### src/cif_eoi_pkg.sv
/*
  Shared constants for the end-of-interrupt / deactivate completion block.
  Assumes a single clock domain and system-register writes decoded by the core.
*/
package cif_eoi_pkg;

  // Coprocessor write encoding fields
  localparam logic [2:0] OPC1_VAL        = 3'h0;
  localparam logic [2:0] OPC2_VAL        = 3'h1;
  localparam logic [3:0] CRN_VAL         = 4'hC;
  localparam logic [3:0] CRM_DEACT       = 4'hB;
  localparam logic [3:0] CRM_G0END       = 4'h8;

  // Field layout of both write-only registers
  localparam int ID_MSB        = 23;
  localparam int ID_W          = 24;
  localparam int ID16_MSB      = 15;

  // Identifier width field encodings
  localparam logic [2:0] IDW_16  = 3'h0;
  localparam logic [2:0] IDW_24  = 3'h1;

  // Special identifiers occupy this range
  localparam logic [23:0] SPECIAL_LO = 24'h0003FC;
  localparam logic [23:0] SPECIAL_HI = 24'h0003FF;

  // Privilege levels
  typedef enum logic [1:0] {
    LVL_USER   = 2'b00,
    LVL_KERNEL = 2'b01,
    LVL_HYP    = 2'b10,
    LVL_MON    = 2'b11
  } level_t;

  // Outcome of one write
  typedef enum logic [2:0] {
    OUT_DONE    = 3'b000,
    OUT_VIRT    = 3'b001,
    OUT_UNDEF   = 3'b010,
    OUT_TRAP_H  = 3'b011,
    OUT_TRAP_M  = 3'b100,
    OUT_IGNORED = 3'b101
  } outcome_t;

endpackage

### src/cif_eoi_if.sv
/*
  Interface carrying one decoded completion command between the access checker
  and the top module. Assumes both ends share the system clock.
*/
`timescale 1ns/10ps
`default_nettype none
interface cif_eoi_if;
  import cif_eoi_pkg::*;
  logic             valid;
  logic             is_deact;
  logic             split;
  outcome_t         outcome;
  logic [ID_W-1:0]  id;

  modport checker_end (output valid, output is_deact, output split, output outcome, output id);
  modport top_end     (input valid, input is_deact, input split, input outcome, input id);
endinterface
`default_nettype wire

### src/cif_eoi_check.sv
/*
  Combinational access checker: decodes the coprocessor write, selects the
  split bit, and resolves redirection, undefined and trap outcomes.
  Assumes write inputs are synchronous and stable in the strobe cycle.
*/
`timescale 1ns/10ps
`default_nettype none
module cif_eoi_check
  import cif_eoi_pkg::*;
(
  // Write request
  input  wire logic        wr_i,
  input  wire logic [2:0]  opc1_i,
  input  wire logic [2:0]  opc2_i,
  input  wire logic [3:0]  crn_i,
  input  wire logic [3:0]  crm_i,
  input  wire logic [31:0] data_i,
  // Context
  input  wire logic [1:0]  level_i,
  input  wire logic        nonsecure_i,
  input  wire logic        has_mon_i,
  input  wire logic        fmo_i,
  input  wire logic        imo_i,
  input  wire logic        monitor_route_fast_interrupt_i,
  input  wire logic        monitor_route_normal_interrupt_i,
  input  wire logic        sre_k_i,
  input  wire logic        sre_h_i,
  input  wire logic        sre_m_i,
  input  wire logic        t12_i,
  input  wire logic        tc_i,
  input  wire logic        group0_sysreg_trap_i,
  input  wire logic        split_ctl_i,
  input  wire logic        split_s_i,
  input  wire logic        split_ns_i,
  input  wire logic        split_mon_i,
  input  wire logic [2:0]  idw_i,
  // Decoded command
  cif_eoi_if.checker_end   cmd
);
  logic      hit_d;
  logic      hit_e;
  logic      enab;
  logic      nsk;
  logic [23:0] id;

  always_comb begin
    hit_d = wr_i && opc1_i == OPC1_VAL && opc2_i == OPC2_VAL && crn_i == CRN_VAL
            && crm_i == CRM_DEACT; // RULE_21
    hit_e = wr_i && opc1_i == OPC1_VAL && opc2_i == OPC2_VAL && crn_i == CRN_VAL
            && crm_i == CRM_G0END; // RULE_22
    nsk   = nonsecure_i && level_i == LVL_KERNEL;
    // Upper reserved bits forced to zero; narrow ids also clear 23:16
    id = data_i[ID_MSB:0]; // RULE_02
    if (idw_i != IDW_24) begin
      id[ID_MSB:ID16_MSB+1] = '0; // RULE_03 RULE_24
    end
    case (level_i)
      LVL_KERNEL: enab = sre_k_i;
      LVL_HYP:    enab = sre_h_i;
      LVL_MON:    enab = sre_m_i;
      default:    enab = 1'b0;
    endcase
    // Split bit source follows monitor presence and security state
    if (!has_mon_i) cmd.split = split_ctl_i; // RULE_15
    else if (level_i == LVL_MON) cmd.split = split_mon_i; // RULE_15
    else cmd.split = nonsecure_i ? split_ns_i : split_s_i; // RULE_15
    cmd.valid    = hit_d || hit_e;
    cmd.is_deact = hit_d;
    cmd.id       = id;
    cmd.outcome  = OUT_DONE;
    // Redirection wins: the virtual register is accessed instead
    if (hit_d && nsk && (fmo_i || imo_i)) cmd.outcome = OUT_VIRT; // RULE_04 RULE_05
    else if (hit_e && nsk && fmo_i) cmd.outcome = OUT_VIRT; // RULE_18
    else if (level_i == LVL_USER || !enab) cmd.outcome = OUT_UNDEF; // RULE_08
    else if (nsk && t12_i) cmd.outcome = OUT_TRAP_H; // RULE_09
    else if (hit_d && nsk && tc_i) cmd.outcome = OUT_TRAP_H; // RULE_10
    else if (hit_e && nsk && group0_sysreg_trap_i) cmd.outcome = OUT_TRAP_H; // RULE_19
    else if (hit_d && has_mon_i && monitor_route_fast_interrupt_i && monitor_route_normal_interrupt_i && level_i != LVL_MON)
      cmd.outcome = OUT_TRAP_M; // RULE_11
    else if (hit_e && has_mon_i && monitor_route_fast_interrupt_i && level_i != LVL_MON)
      cmd.outcome = OUT_TRAP_M; // RULE_20
    else if (hit_d && !cmd.split) cmd.outcome = OUT_IGNORED; // RULE_06 RULE_23
    else if (hit_e && id >= SPECIAL_LO && id <= SPECIAL_HI)
      cmd.outcome = OUT_IGNORED; // RULE_17
  end
endmodule
`default_nettype wire

### src/cif_eoi_top.sv
/*
  Completion logic of the CPU interface: group 0 end-of-interrupt and
  deactivate writes. Issues distributor deactivations, priority drops,
  virtual redirection, trap and undefined reports.
  Assumes the core presents one decoded write per strobe cycle.
*/
// Notes on behaviour
// (RULE_01) Split mode: deactivate write deactivates given id
// (RULE_02) 32-bit registers, id in 23:0
// (RULE_03) 16-bit ids zero bits 23:16
// (RULE_04) Routed kernel writes go to virtual deactivate
// (RULE_05) Physical deactivate reachable only unrouted; write-only
// (RULE_06) Deactivate without split is ignored, optional error
// (RULE_07) Deactivate before end still deactivates at distributor
// (RULE_08) Disabled level makes writes undefined
// (RULE_09) Coprocessor 12 trap sends kernel writes to hypervisor
// (RULE_10) Common trap sends kernel deactivate to hypervisor
// (RULE_11) Both monitor routes trap deactivate to monitor
// (RULE_12) Software writes end register after group 0 handling
// (RULE_13) No split: end drops priority and deactivates
// (RULE_14) Split: end drops priority only
// (RULE_15) Split bit chosen by monitor, level, security
// (RULE_16) Software ends only last valid acknowledged id
// (RULE_17) Special id end writes are ignored
// (RULE_18) Fast route redirects kernel end to virtual
// (RULE_19) Group 0 trap sends kernel end to hypervisor
// (RULE_20) Fast monitor route traps end to monitor
// (RULE_21) Deactivate encoding: 0,1,c12,c11
// (RULE_22) End encoding: 0,1,c12,c8
// (RULE_23) Split clear: deactivate unpredictable, here ignored
// (RULE_24) Width field read-only: 000 16, 001 24
// (RULE_25) Deactivate is one message; drop clears top active bit
`timescale 1ns/10ps
`default_nettype none
module cif_eoi_top
  import cif_eoi_pkg::*;
#(
  parameter int PRIO_LEVELS = 32,
  parameter bit SEI_SUPPORT = 1'b1
)(
  // Clock and reset
  input  wire logic                   SYS_CLK_I,
  input  wire logic                   RST_I,
  // Coprocessor write
  input  wire logic                   WR_I,
  input  wire logic [2:0]             OPC1_I,
  input  wire logic [2:0]             OPC2_I,
  input  wire logic [3:0]             CRN_I,
  input  wire logic [3:0]             CRM_I,
  input  wire logic [31:0]            DATA_I,
  // Execution context
  input  wire logic [1:0]             LEVEL_I,
  input  wire logic                   NONSECURE_I,
  input  wire logic                   HAS_MONITOR_I,
  input  wire logic                   FAST_IRQ_VIRTUAL_ROUTE_I,
  input  wire logic                   NORMAL_IRQ_VIRTUAL_ROUTE_I,
  input  wire logic                   MONITOR_ROUTE_FAST_INTERRUPT_I,
  input  wire logic                   MONITOR_ROUTE_NORMAL_INTERRUPT_I,
  input  wire logic                   KERNEL_SRE_I,
  input  wire logic                   HYP_SRE_I,
  input  wire logic                   MONITOR_SRE_I,
  input  wire logic                   SYSREG_C12_TRAP_I,
  input  wire logic                   COMMON_REG_TRAP_I,
  input  wire logic                   GROUP0_SYSREG_TRAP_I,
  input  wire logic                   SPLIT_CTL_I,
  input  wire logic                   SPLIT_SECURE_I,
  input  wire logic                   SPLIT_NONSECURE_I,
  input  wire logic                   SPLIT_MONITOR_I,
  input  wire logic [2:0]             IDENTIFIER_WIDTH_I,
  // Active priorities set by acknowledge logic
  input  wire logic [PRIO_LEVELS-1:0] ACTIVE_SET_I,
  // Distributor and core results
  output logic                        DEACT_VALID_O,
  output logic [ID_W-1:0]             DEACT_ID_O,
  output logic                        VIRT_DEACT_O,
  output logic                        VIRT_G0END_O,
  output logic [ID_W-1:0]             VIRT_ID_O,
  output logic                        UNDEF_O,
  output logic                        TRAP_HYP_O,
  output logic                        TRAP_MON_O,
  output logic                        SEI_O,
  output logic [PRIO_LEVELS-1:0]      ACTIVE_PRIO_O
);
  // Refused at elaboration: the drop logic needs at least two levels
  if (PRIO_LEVELS < 2 || PRIO_LEVELS > 256) begin : g_bad_levels
    $error("PRIO_LEVELS out of range");
  end

  cif_eoi_if cmd ();

  cif_eoi_check u_check (
    .wr_i        (WR_I),
    .opc1_i      (OPC1_I),
    .opc2_i      (OPC2_I),
    .crn_i       (CRN_I),
    .crm_i       (CRM_I),
    .data_i      (DATA_I),
    .level_i     (LEVEL_I),
    .nonsecure_i (NONSECURE_I),
    .has_mon_i   (HAS_MONITOR_I),
    .fmo_i       (FAST_IRQ_VIRTUAL_ROUTE_I),
    .imo_i       (NORMAL_IRQ_VIRTUAL_ROUTE_I),
    .monitor_route_fast_interrupt_i   (MONITOR_ROUTE_FAST_INTERRUPT_I),
    .monitor_route_normal_interrupt_i   (MONITOR_ROUTE_NORMAL_INTERRUPT_I),
    .sre_k_i     (KERNEL_SRE_I),
    .sre_h_i     (HYP_SRE_I),
    .sre_m_i     (MONITOR_SRE_I),
    .t12_i       (SYSREG_C12_TRAP_I),
    .tc_i        (COMMON_REG_TRAP_I),
    .group0_sysreg_trap_i     (GROUP0_SYSREG_TRAP_I),
    .split_ctl_i (SPLIT_CTL_I),
    .split_s_i   (SPLIT_SECURE_I),
    .split_ns_i  (SPLIT_NONSECURE_I),
    .split_mon_i (SPLIT_MONITOR_I),
    .idw_i       (IDENTIFIER_WIDTH_I),
    .cmd         (cmd.checker_end)
  );

  logic done;
  logic deact_d;
  logic drop_d;
  logic [PRIO_LEVELS-1:0] top_bit;
  logic [PRIO_LEVELS-1:0] active_d;

  always_comb begin
    done = cmd.valid && cmd.outcome == OUT_DONE;
    // Deactivate regardless of whether a drop happened first
    deact_d = done && (cmd.is_deact || !cmd.split); // RULE_01 RULE_07 RULE_13
    drop_d  = done && !cmd.is_deact; // RULE_14
    // Lowest index is the highest priority
    top_bit = '0;
    for (int i = PRIO_LEVELS - 1; i >= 0; i--) begin
      if (ACTIVE_PRIO_O[i]) begin
        top_bit = '0;
        top_bit[i] = 1'b1;
      end
    end
    // Set wins over drop so a new acknowledge is never lost
    active_d = ACTIVE_PRIO_O;
    if (drop_d) active_d = active_d & ~top_bit; // RULE_25
    active_d = active_d | ACTIVE_SET_I;
  end

  always_ff @(posedge SYS_CLK_I or posedge RST_I) begin
    if (RST_I) begin
      ACTIVE_PRIO_O <= '0;
    end else begin
      ACTIVE_PRIO_O <= active_d;
    end
  end

  // One message per deactivation
  always_ff @(posedge SYS_CLK_I or posedge RST_I) begin
    if (RST_I) begin
      DEACT_VALID_O <= 1'b0;
      DEACT_ID_O    <= '0;
    end else begin
      DEACT_VALID_O <= deact_d; // RULE_25
      if (deact_d) DEACT_ID_O <= cmd.id;
    end
  end

  always_ff @(posedge SYS_CLK_I or posedge RST_I) begin
    if (RST_I) begin
      VIRT_DEACT_O <= 1'b0;
      VIRT_G0END_O <= 1'b0;
      VIRT_ID_O    <= '0;
      UNDEF_O      <= 1'b0;
      TRAP_HYP_O   <= 1'b0;
      TRAP_MON_O   <= 1'b0;
      SEI_O        <= 1'b0;
    end else begin
      VIRT_DEACT_O <= cmd.valid && cmd.outcome == OUT_VIRT && cmd.is_deact; // RULE_04
      VIRT_G0END_O <= cmd.valid && cmd.outcome == OUT_VIRT && !cmd.is_deact; // RULE_18
      if (cmd.valid && cmd.outcome == OUT_VIRT) VIRT_ID_O <= cmd.id;
      UNDEF_O      <= cmd.valid && cmd.outcome == OUT_UNDEF; // RULE_08
      TRAP_HYP_O   <= cmd.valid && cmd.outcome == OUT_TRAP_H; // RULE_09
      TRAP_MON_O   <= cmd.valid && cmd.outcome == OUT_TRAP_M; // RULE_11 RULE_20
      // Only the split-clear deactivate raises the error, not special ids
      SEI_O <= SEI_SUPPORT && cmd.valid && cmd.outcome == OUT_IGNORED
               && cmd.is_deact; // RULE_06
    end
  end
endmodule
`default_nettype wire

### config.mk
export PLATFORM = sky130hd
export DESIGN_NAME = cif_eoi_top
export DESIGN_NICKNAME = d
export VERILOG_FILES = /design/src/cif_eoi_pkg.sv /design/src/cif_eoi_if.sv /design/src/cif_eoi_check.sv /design/src/cif_eoi_top.sv
export SDC_FILE = /design/constraint.sdc
export NUM_CORES = 1
export LEC_CHECK = 0
export ABC_CLOCK_PERIOD_IN_PS = 3800
export BUFFER_PORTS_ARGS = -buffer_cell sky130_fd_sc_hd__buf_2
export CAP_MARGIN = 10
export CORE_ASPECT_RATIO = 0.75
export CORE_MARGIN = 2
export CORE_UTILIZATION = 40
export DETAILED_ROUTE_END_ITERATION = 10
export MAX_ROUTING_LAYER = met4
export PLACE_DENSITY_LB_ADDON = 0.05
export SKIP_CTS_REPAIR_TIMING = 1
export SYNTH_ARGS = -nofsm -noshare
export SYNTH_HDL_FRONTEND = slang
export SYNTH_SLANG_ARGS = --single-unit
### constraint.sdc
create_clock -name SYS_CLK_I -period 3.8 [get_ports SYS_CLK_I]
set_clock_uncertainty 0.2 [all_clocks]
set_input_delay 0.57 -clock SYS_CLK_I [delete_from_list [all_inputs] [get_ports SYS_CLK_I]]
set_output_delay 0.57 -clock SYS_CLK_I [all_outputs]
set_load 0.05 [all_outputs]
==> flow_summary.yaml, run 1 <==
clocking:
  numClockSinks: 87
  cts.htree.levels: 3
  total_clock_buffers_created_by_cts: 9
  cts_tree: "yes"
  clkSlewWorstSetupHoldPaths_ps: 60
  root_buffer: "sky130_fd_sc_hd__clkbuf_16"
  clk-insertion-delay-late_ps: 340
  clock_path_buffers: 2
route:
  routed_wirelength_um: 10200
  drt-pass1-iter-count: 4
  drt-initial-drc-count: 193
  dr_total_vias: 3399
  via_per_inst: 4.96
  wire_per_inst_um: 14.9
  drcViolationCount: 0
  drt.antenna.violating_nets: 0
final_layout:
  post_route_core_utilization: 0.557
  layout-drive-gt1-share: 0.452
  finalInstanceArea_mm2: 0.00542
  syn2layout_area_growth_pct: 34.6
  layoutNonFillerInstCount: 685
  final_nets: 650
  antennaDiodeCount: 0
place:
  placed_instances: 669
  placement_cell_area_mm2: 0.00511
  dpl_worst_slack_ps: 298
  placement.io_buffers: 180
  place_hpwl_um: 7850
  gp_congestion: 0.848
setup_path:
  worstSetupStartpointType: "flop"
  critical_path.top_delay_family: "simple AND/OR/NAND/NOR gates"
  critical-path-max-stage-delay_ps: 800
  path_cells: "or4_4 -> nor4b_2 -> and3b_1 -> nand2_1 -> nor4_1 -> a21oi_1"
  data_required_time_at_the_worst_endpoint_ps: 3770
  endpoint_kind: "flop"
  critPathArrivalTime_ps: 3200
  timing_worst_setup_path_type: "flop to flop"
  critical_path.n_buffers_inverters: 0
  cp_max_fo: 7
  timing.critical_path.slowest_stage_cell: "sky130_fd_sc_hd__nor4_1"
sta:
  worst_hold_slack_ps: 65.4
  finalWorstSetupSlack_ps: 564
  final-setup-viol-count: 0
  clock.fmax_mhz: 309
  timing.final.max_slew_violations: 0
  min_period_over_period: 0.852
  post-route-min-period_ps: 3240
  setup-tns-final_ps: 0
  max_slew.worst_pin.slew_ps: 1000
  rsz0062_at_grt: "false"
  hold_viol_final: 0
  slew_headroom: 0.324
power_and_ir_drop:
  internal_power_mw: 1.51
  clockPowerShare: 0.463
  power_frac_comb: 0.059
  power.leakage_nw: 2.64
  total_power_mw: 1.94
  p_per_area_mw_per_mm2: 358
  power.ir.vdd_worst_v: 0.000171
  power.switching_mw: 0.429
  power.share.switching: 0.221
  power.share.sequential: 0.478
floorplan:
  die_x_extent_um: 120
  initial_utilization: 0.414
  die_y_um: 90.9
  boundaryPins: 189
  design.core.area_mm2: 0.00974
  core.rowCount: 31
  die_area_mm2: 0.0109
global_routing:
  grt_pass1_wl_um: 16600
  first_global_vias: 3236
  overflow: 0
  grt_usage: 0.200
  grt_start_max_net_pins: 33
  antenna_violations_before_repair: 0
yosys:
  synth_sequential_area_ratio: 0.541
  yosysTopAreaCellShare: 0.541
  mappedNetlistNets: 461
  synth_area_mm2: 0.00403
  synth_top_cell_by_area: "sky130_fd_sc_hd__dfrtp_1"
  synth-main-ff-cell: "sky130_fd_sc_hd__dfrtp_1"
  synth_cell_types: 53
  yosysWarningCount: 0
  syn_area_per_cell_um2: 11.2
  synth-async-reset-ratio: 1.00
  synthTopCellsByArea: "sky130_fd_sc_hd__dfrtp_1 (54%), sky130_fd_sc_hd__mux2_4 (7.1%), sky130_fd_sc_hd__nand2_1 (5.4%)"
  gate_count_after_technology_mapping: 359
  ys_seq_elements: 87
  synth_enable_flop_cells: 0
run_status:
  outcome: "finished, final reports clean"
worst_hold_path:
  hp-class: "input pin to async pin"
flow_run:
  maxCapViolations: 0
-- power by group through the flow --
stage | logic (mW) | clock network [mW] | registers, mW
after global routing | 0.130 | 0.966 | 0.925
after global placement | 0.114 | 0 | 0.944
after floorplan | 0.0434 | 0 | 0.944
after detailed placement | 0.116 | 0 | 0.944
after CTS | 0.116 | 0.927 | 0.926
final | 0.114 | 0.898 | 0.926
-- worst paths after layout --
path	depth (start not counted)	from	to	slack [ps]
setup / recovery	6	ACTIVE_PRIO_O[7]	ACTIVE_PRIO_O[24]	560
hold / removal	2	RST_I	ACTIVE_PRIO_O[16]	70
setup reg to reg	6	ACTIVE_PRIO_O[7]	ACTIVE_PRIO_O[24]	560
hold reg to reg	2	VIRT_ID_O[3]	VIRT_ID_O[3]	270
max in group asynchronous	3	RST_I	DEACT_VALID_O	2530
min in group SYS_CLK_I	2	ACTIVE_SET_I[1]	ACTIVE_PRIO_O[1]	210
-- area by class of cell --
cell class | instances | area (um^2)
Clock buffer | 11 | 243
Timing Repair Buffer | 188 | 973
Fill cell | 870 | 4320
Tap cell | 132 | 165
Multi-Input combinational cell | 256 | 1780
Inverter | 6 | 23.8
Sequential cell | 87 | 2180
Clock inverter | 5 | 62.6
-- cell families (layout without fill, tap and decap cells) --
logic type | Yosys count | in the layout | synth area share
mux | 34 | 34 | 0.112
compound gates | 53 | 53 | 0.0994
flops | 87 | 87 | 0.541
simple gates | 169 | 169 | 0.228
buf+inv | 16 | 210 | 0.0196
-- layout by cell type (no fill, tap or decap), types with 5 or more instances in the layout --
| master | count |
|---|---|
| sky130_fd_sc_hd__nand3_1 | 7 |
| sky130_fd_sc_hd__nor4_1 | 7 |
| sky130_fd_sc_hd__inv_1 | 5 |
| sky130_fd_sc_hd__nor3_1 | 9 |
| sky130_fd_sc_hd__dfrtp_1 | 87 |
| sky130_fd_sc_hd__mux2_2 | 12 |
| sky130_fd_sc_hd__buf_4 | 7 |
| sky130_fd_sc_hd__and2_1 | 9 |
| sky130_fd_sc_hd__nand2_1 | 58 |
| sky130_fd_sc_hd__nand4_1 | 11 |
| sky130_fd_sc_hd__nand4b_1 | 5 |
| sky130_fd_sc_hd__or4_1 | 6 |
| sky130_fd_sc_hd__nor2_1 | 26 |
| sky130_fd_sc_hd__clkbuf_16 | 9 |
| sky130_fd_sc_hd__buf_2 | 180 |
| sky130_fd_sc_hd__mux2_4 | 19 |
| sky130_fd_sc_hd__a21o_1 | 20 |
| sky130_fd_sc_hd__a21oi_1 | 13 |
-- synth_stat cells, types with 2 or more instances --
| library cell | instances |
|---|---|
| sky130_fd_sc_hd__mux2i_1 | 3 |
| sky130_fd_sc_hd__and3_1 | 3 |
| sky130_fd_sc_hd__nand4_1 | 11 |
| sky130_fd_sc_hd__a21o_1 | 20 |
| sky130_fd_sc_hd__nand4b_1 | 5 |
| sky130_fd_sc_hd__buf_6 | 2 |
| sky130_fd_sc_hd__or3_1 | 2 |
| sky130_fd_sc_hd__and3b_1 | 3 |
| sky130_fd_sc_hd__mux2_2 | 12 |
| sky130_fd_sc_hd__a21oi_1 | 13 |
| sky130_fd_sc_hd__nor2_1 | 26 |
| sky130_fd_sc_hd__dfrtp_1 | 87 |
| sky130_fd_sc_hd__inv_1 | 6 |
| sky130_fd_sc_hd__o21bai_1 | 3 |
| sky130_fd_sc_hd__or4_1 | 6 |
| sky130_fd_sc_hd__a211oi_1 | 2 |
| sky130_fd_sc_hd__clkbuf_1 | 5 |
| sky130_fd_sc_hd__nor4b_1 | 2 |
| sky130_fd_sc_hd__nor4_1 | 7 |
| sky130_fd_sc_hd__or4_4 | 2 |
| sky130_fd_sc_hd__nor3_1 | 10 |
| sky130_fd_sc_hd__o31a_2 | 2 |
| sky130_fd_sc_hd__nand3b_1 | 4 |
| sky130_fd_sc_hd__nand3_1 | 7 |
| sky130_fd_sc_hd__and2_1 | 9 |
| sky130_fd_sc_hd__buf_2 | 2 |
| sky130_fd_sc_hd__nor2b_1 | 2 |
| sky130_fd_sc_hd__mux2_4 | 19 |
| sky130_fd_sc_hd__o21ai_0 | 3 |
| sky130_fd_sc_hd__nand2_1 | 58 |
-- sequential cells by signal, summed over array words and instances (netlist names) --
name / flops
DEACT_VALID_O: 1
TRAP_MON_O: 1
ACTIVE_PRIO_O: 32
VIRT_DEACT_O: 1
TRAP_HYP_O: 1
VIRT_ID_O: 24
SEI_O: 1
DEACT_ID_O: 24
UNDEF_O: 1
VIRT_G0END_O: 1
-- routing by layer --
metal / vias to the layer above / track usage / part of all wire
li1: 1669 / - / -
met1: 1597 / 0.285 / 0.49
met2: 118 / 0.281 / 0.44
met3: 15 / 0.0505 / 0.056
met4: 0 / 0.0598 / 0.016
met5: - / - / 0
Note: power is estimated with default switching activity, not from simulation.
==> run 2: changes to the inputs <==
--- a/config.mk
+++ b/config.mk
@@ -10,7 +10,7 @@
 export CAP_MARGIN = 10
 export CORE_ASPECT_RATIO = 0.75
 export CORE_MARGIN = 2
-export CORE_UTILIZATION = 40
+export CORE_UTILIZATION = 30
 export DETAILED_ROUTE_END_ITERATION = 10
 export MAX_ROUTING_LAYER = met4
 export PLACE_DENSITY_LB_ADDON = 0.05
==> run 2 against run 1 <==
Clock-buffer cell count unchanged. Non-clock buffer count is 2 higher. Die area is 32% higher. Wire length rose by 9.3%. Design area is 0.53% higher. Highest routed layer unchanged.
==> flow_summary.yaml, run 2 (synthesized netlist as in run 1, its figures left out) <==
setup_path:
  cp_max_fo: 6
  worstSetupStartpointType: "input pin"
  critPathArrivalTime_ps: 3240
  path_cells: "buf_2 -> nor4b_1 -> nand4_1 -> nor4_1 -> nor2_1 -> nor4_1 -> a21oi_1"
  critical-path-max-stage-delay_ps: 940
  timing_worst_setup_path_type: "input pin to flop"
  endpoint_kind: "flop"
  timing.critical_path.slowest_stage_cell: "sky130_fd_sc_hd__nor4_1"
  data_required_time_at_the_worst_endpoint_ps: 3760
  crit_top_cell: "sky130_fd_sc_hd__nor4_1"
route:
  via_per_inst: 4.70
  drt.antenna.violating_nets: 0
  drt-initial-drc-count: 148
  wire_per_inst_um: 15.4
  drt-pass1-iter-count: 4
  routed_wirelength_um: 11200
  drcViolationCount: 0
  dr_total_vias: 3406
final_layout:
  largest_reg_flops: 32
  final_nets: 652
  commonest_non_fill_non_tap_cell_in_the_layout: "sky130_fd_sc_hd__buf_2"
  syn2layout_area_growth_pct: 35.3
  layout.cells.most_common_list: "sky130_fd_sc_hd__buf_2 (180), sky130_fd_sc_hd__dfrtp_1 (87), sky130_fd_sc_hd__nand2_1 (58), sky130_fd_sc_hd__nor2_1 (26), sky130_fd_sc_hd__a21o_1 (20)"
  layout-drive-gt1-share: 0.454
  registers.top_by_ff_count: "ACTIVE_PRIO_O"
  antennaDiodeCount: 0
  layout.filler_cells: 1332
  largestRegisters: "ACTIVE_PRIO_O x32, DEACT_ID_O x24, VIRT_ID_O x24"
place:
  place_hpwl_um: 8430
  placement.io_buffers: 180
  dpl_worst_slack_ps: 168
  gp_congestion: 0.757
global_routing:
  first_global_vias: 3421
  antenna_violations_before_repair: 0
  grt_pass1_wl_um: 17900
  grt_usage: 0.167
  grt_start_max_net_pins: 36
  globalRoute.busiestLayer: "met2"
  met3_usage: 0.0526
  overflow: 0
  globalRouteMet2Util: 0.250
  use_met1: 0.220
sta:
  min_period_over_period: 0.862
  post-route-min-period_ps: 3280
  finalWorstSetupSlack_ps: 525
  rsz0062_at_grt: "false"
  clock.fmax_mhz: 305
  worst_hold_slack_ps: 80.3
  setup-tns-final_ps: 0
  max_slew.worst_pin.slew_ps: 1060
  slew_headroom: 0.285
  hold_viol_final: 0
  final-setup-viol-count: 0
  timing.final.max_slew_violations: 0
floorplan:
  die_area_mm2: 0.0144
  die_y_um: 104
  initial_utilization: 0.308
  core.rowCount: 36
  die_x_extent_um: 138
  boundaryPins: 189
  design.core.area_mm2: 0.0131
power_and_ir_drop:
  power.leakage_nw: 2.63
  power.ir.vdd_worst_v: 0.000191
  total_power_mw: 1.85
  p_per_area_mw_per_mm2: 339
  power.switching_mw: 0.415
  power_frac_comb: 0.063
  clockPowerShare: 0.436
  power.share.switching: 0.225
  power.share.sequential: 0.502
  internal_power_mw: 1.43
clocking:
  clock_path_buffers: 2
  total_clock_buffers_created_by_cts: 9
  clk-insertion-delay-late_ps: 340
  root_buffer: "sky130_fd_sc_hd__clkbuf_16"
  numClockSinks: 87
  cts.htree.levels: 3
  cts_tree: "yes"
  clkSlewWorstSetupHoldPaths_ps: 60
run_status:
  outcome: "finished, final reports clean"
worst_hold_path:
  hp-class: "input pin to async pin"
flow_run:
  maxCapViolations: 0
[run 2: cell types whose count changed in the layout (fill, tap and decap cells not counted), sizes merged]
cell      before  now
clkinvlp       2    1
clkinv         1    3
buf          188  190
inv            7    5
bufinv         1    0
[run 2: power groups by stage]
stage / combinational, mW / clock (mW) / sequential, mW
6_report: 0.116 / 0.804 / 0.927
5_1_grt: 0.131 / 0.887 / 0.925
4_1_cts: 0.118 / 0.844 / 0.926
3_5_place_dp: 0.117 / 0 / 0.944
3_3_place_gp: 0.117 / 0 / 0.944
2_1_floorplan: 0.0434 / 0 / 0.944
[run 2: layer usage]
layer,vias up,wire [um]
li1,1679,-
met1,1608,5260
met2,111,5070
met3,8,728
met4,0,117
met5,-,0
[run 2: cell type report]
class,instances,area (um^2),area share
Timing Repair Buffer,190,988,0.181
Clock inverter,3,21.3,0.00390
Multi-Input combinational cell,256,1780,0.327
Clock buffer,11,243,0.0445
Sequential cell,87,2180,0.400
Inverter,6,23.8,0.00436
Tap cell,171,214,0.0393
[run 2: worst max-delay path, delay by kind of cell]
family | cells | cell delay [ps]
buf+inv | 1 | 100
compound gates | 1 | 180
simple gates | 5 | 2380
[run 2: path summary, 6_finish.rpt]
path / startpoint / end / slack [ps] / cells after the start
worst max-delay path: OPC1_I[1] / ACTIVE_PRIO_O[24] / 520 / 7
worst min-delay path: RST_I / ACTIVE_PRIO_O[14] / 80 / 2
worst max register to register: ACTIVE_PRIO_O[7] / ACTIVE_PRIO_O[24] / 630 / 6
worst min register to register: VIRT_ID_O[0] / VIRT_ID_O[0] / 260 / 2
max in group asynchronous: RST_I / ACTIVE_PRIO_O[2] / 2450 / 3
min in group SYS_CLK_I: ACTIVE_SET_I[13] / ACTIVE_PRIO_O[13] / 200 / 2
[run 2: per-stage QoR]
step	std cells	area [um^2]	util
CTS	724	5450	0.417
global route	724	5450	0.417
finish	724	5450	0.417
detailed placement	710	5180	0.397
floorplan	359	4030	-
global placement	710	5180	0.397
==> run 3: changes to the inputs <==
--- a/config.mk
+++ b/config.mk
@@ -8,7 +8,6 @@
 export ABC_CLOCK_PERIOD_IN_PS = 3800
 export BUFFER_PORTS_ARGS = -buffer_cell sky130_fd_sc_hd__buf_2
 export CAP_MARGIN = 10
-export CORE_ASPECT_RATIO = 0.75
 export CORE_MARGIN = 2
 export CORE_UTILIZATION = 30
 export DETAILED_ROUTE_END_ITERATION = 10
@@ -17,4 +16,5 @@
 export SKIP_CTS_REPAIR_TIMING = 1
 export SYNTH_ARGS = -nofsm -noshare
 export SYNTH_HDL_FRONTEND = slang
+export SYNTH_HIERARCHICAL = 1
 export SYNTH_SLANG_ARGS = --single-unit
==> constraint.sdc (replaced) <==
create_clock -name SYS_CLK_I -period 3.8 [get_ports SYS_CLK_I]
set_clock_uncertainty 0.2 [all_clocks]
set_input_delay 0.57 -clock SYS_CLK_I [delete_from_list [all_inputs] [get_ports SYS_CLK_I]]
set_output_delay 0.57 -clock SYS_CLK_I [all_outputs]
set_load 0.02 [all_outputs]
==> run 3 against run 2 <==
Via count fell by 7.1%. Wire length fell by 6.2%. Worst hold slack better by 110 ps. Critical path depth increased by 5. First-iteration DRC count increased by 16%. Utilization shrank 0.79 points. Clock power up 19%. Worst setup slack improved by 250 ps.
==> flow_summary.yaml, run 3 <==
run_status:
  outcome: "finished, final reports clean"
floorplan:
  initial_utilization: 0.310
  design.core.area_mm2: 0.0134
  die_x_extent_um: 122
  die_y_um: 122
  boundaryPins: 189
  die_area_mm2: 0.0148
  core.rowCount: 42
route:
  drcViolationCount: 0
  dr_total_vias: 3165
  drt.antenna.violating_nets: 0
  routed_wirelength_um: 10500
  via_per_inst: 4.55
  drt-initial-drc-count: 172
  wire_per_inst_um: 15.1
  drt-pass1-iter-count: 4
yosys:
  synth_area_mm2: 0.00415
  ys_seq_elements: 87
  yosysWarningCount: 6
  syn_area_per_cell_um2: 12.3
  synth-async-reset-ratio: 1.00
  mappedNetlistNets: 439
  synthTopCellsByArea: "sky130_fd_sc_hd__dfrtp_1 (52%), sky130_fd_sc_hd__mux2_4 (12%), sky130_fd_sc_hd__mux2_2 (4.1%)"
  gate_count_after_technology_mapping: 337
  synth_most_common_cell: "sky130_fd_sc_hd__dfrtp_1"
  synth_top_cell_by_area: "sky130_fd_sc_hd__dfrtp_1"
  synth_sequential_area_ratio: 0.525
  synth_enable_flop_cells: 0
  post_synth_most_frequent_cells: "sky130_fd_sc_hd__dfrtp_1 (87), sky130_fd_sc_hd__nor2_1 (39), sky130_fd_sc_hd__mux2_4 (34), sky130_fd_sc_hd__buf_4 (16), sky130_fd_sc_hd__mux2_2 (15)"
  synth-main-ff-cell: "sky130_fd_sc_hd__dfrtp_1"
  yosysTopAreaCellShare: 0.525
  synth_cell_types: 49
sta:
  timing.final.max_slew_violations: 0
  post-route-min-period_ps: 3020
  slew_headroom: 0.382
  hold_viol_final: 0
  worst_hold_slack_ps: 189
  max_slew.worst_pin.slew_ps: 927
  clock.fmax_mhz: 331
  min_period_over_period: 0.795
  final-setup-viol-count: 0
  setup-tns-final_ps: 0
  rsz0062_at_grt: "false"
flow_run:
  maxCapViolations: 0
final_layout:
  finalInstanceArea_mm2: 0.00548
  largest_reg_flops: 32
  antennaDiodeCount: 0
  layout.filler_cells: 1334
  final_nets: 617
  largestRegisters: "ACTIVE_PRIO_O x32, DEACT_ID_O x24, VIRT_ID_O x24"
  commonest_non_fill_non_tap_cell_in_the_layout: "sky130_fd_sc_hd__buf_2"
  registers.top_by_ff_count: "ACTIVE_PRIO_O"
  layout.cells.most_common_list: "sky130_fd_sc_hd__buf_2 (180), sky130_fd_sc_hd__dfrtp_1 (87), sky130_fd_sc_hd__nor2_1 (39), sky130_fd_sc_hd__mux2_4 (34), sky130_fd_sc_hd__mux2_2 (15)"
  layout-drive-gt1-share: 0.530
  syn2layout_area_growth_pct: 32.1
  post_route_core_utilization: 0.409
setup_path:
  reg2reg_setup_slack_ps: 1920
  r2r_cells: 4
  cp_max_fo: 25
  critPathArrivalTime_ps: 3050
  critical_path_startpoint: "DATA_I[13]"
  data_required_time_at_the_worst_endpoint_ps: 3830
  rr_startpoint: "ACTIVE_PRIO_O[12]"
  timing_worst_setup_path_type: "input pin to flop"
  worstSetupStartpointType: "input pin"
  endpoint_kind: "flop"
  capturing_point_of_the_worst_reg2reg_path: "ACTIVE_PRIO_O[26]"
clocking:
  root_buffer: "sky130_fd_sc_hd__clkbuf_16"
  numClockSinks: 87
  cts.htree.levels: 3
  clkSlewWorstSetupHoldPaths_ps: 70
  total_clock_buffers_created_by_cts: 9
  clk-insertion-delay-late_ps: 340
  cts_tree: "yes"
  clock_path_buffers: 2
power_and_ir_drop:
  total_power_mw: 1.99
  clockPowerShare: 0.479
  power.share.switching: 0.212
  power.share.sequential: 0.466
  p_per_area_mw_per_mm2: 363
  power.leakage_nw: 2.71
  power.ir.vdd_worst_v: 0.000212
  power_frac_comb: 0.055
  internal_power_mw: 1.57
  power.switching_mw: 0.421
global_routing:
  first_global_vias: 3370
  grt_pass1_wl_um: 17000
  overflow: 0
  grt_start_max_net_pins: 54
  grt_usage: 0.153
  antenna_violations_before_repair: 0
place:
  placement_cell_area_mm2: 0.00516
  gp_congestion: 0.798
  placement.io_buffers: 180
  place_hpwl_um: 7920
worst_hold_path:
  hp-class: "input pin to async pin"
==> run 3: changes by cell type after synthesis, sizes merged, moves of 11 or more <==
cell / change
buf: +19
mux2: +18
a21o: -15
nor2: +14
nand2: -43
a31oi: +11
==> run 3: how the worst max path moves through the flow <==
| stage | endpoint | slack (ps) | depth (start not counted) |
|---|---|---|---|
| final | DEACT_ID_O[21] | 780 | 12 |
| after global routing | ACTIVE_PRIO_O[26] | 600 | 10 |
| after CTS | DEACT_ID_O[21] | 750 | 12 |
| after detailed placement | DEACT_ID_O[21] | 390 | 12 |
| after global placement | DEACT_ID_O[22] | 340 | 12 |
| after floorplan | VIRT_ID_O[10] | 740 | 10 |
==> run 3: final cells by class <==
cell class                 count  area [um^2]  share of cell area
sequential                    87         2180               0.397
clock buffer                  10          239              0.0436
inverter                      10         38.8             0.00707
tap                          176          220              0.0402
multi-input combinational    217         1730               0.315
clock inverter                 5         82.6              0.0151
timing repair buffer         190         1000               0.183
==> run 3: cells by family (layout without fill, tap and decap cells) <==
family                 count (synthesis)  count (layout)  synth area share
and+or+nand+nor                      120             120             0.173
muxes                                 50              50             0.166
AOI/OAI and AO/OA                     47              47            0.0766
DFF                                   87              87             0.525
buffers and inverters                 33             215            0.0597
==> run 3: layer usage <==
metal / routed length (um) / track usage / part of all wire / up-vias
met2: 5200 / 0.252 / 0.50 / 98
met5: 0 / - / 0 / -
met3: 551 / 0.0417 / 0.053 / 15
met1: 4540 / 0.181 / 0.43 / 1517
li1: - / - / - / 1535
met4: 197 / 0.0560 / 0.019 / 0
==> run 3: per-stage QoR <==
stage,std cells,setup WS (ps)
after detailed placement,680,385
after global placement,680,343
after floorplan,337,744
after global routing,695,599
after CTS,695,748
final,695,778
==> run 3: worst max-delay path, cell delays in order <==
cell                        delay, ps
sky130_fd_sc_hd__buf_2            120
sky130_fd_sc_hd__nor4b_1          400
sky130_fd_sc_hd__nand4b_1         170
sky130_fd_sc_hd__a2111oi_2        290
sky130_fd_sc_hd__a31oi_1          130
sky130_fd_sc_hd__a2111oi_2        320
sky130_fd_sc_hd__buf_4            200
sky130_fd_sc_hd__nor2b_4           50
sky130_fd_sc_hd__nand2_2          100
sky130_fd_sc_hd__a21o_1           140
sky130_fd_sc_hd__buf_12           230
sky130_fd_sc_hd__mux2_2           360
==> run 3: power groups by stage <==
stage               Combinational (mW)  Clock, mW  Sequential, mW
floorplan                       0.0518          0           0.944
global route                     0.126       1.03           0.925
CTS                              0.114      0.988           0.926
global placement                 0.112          0           0.944
detailed placement               0.113          0           0.944
finish                           0.110      0.953           0.926
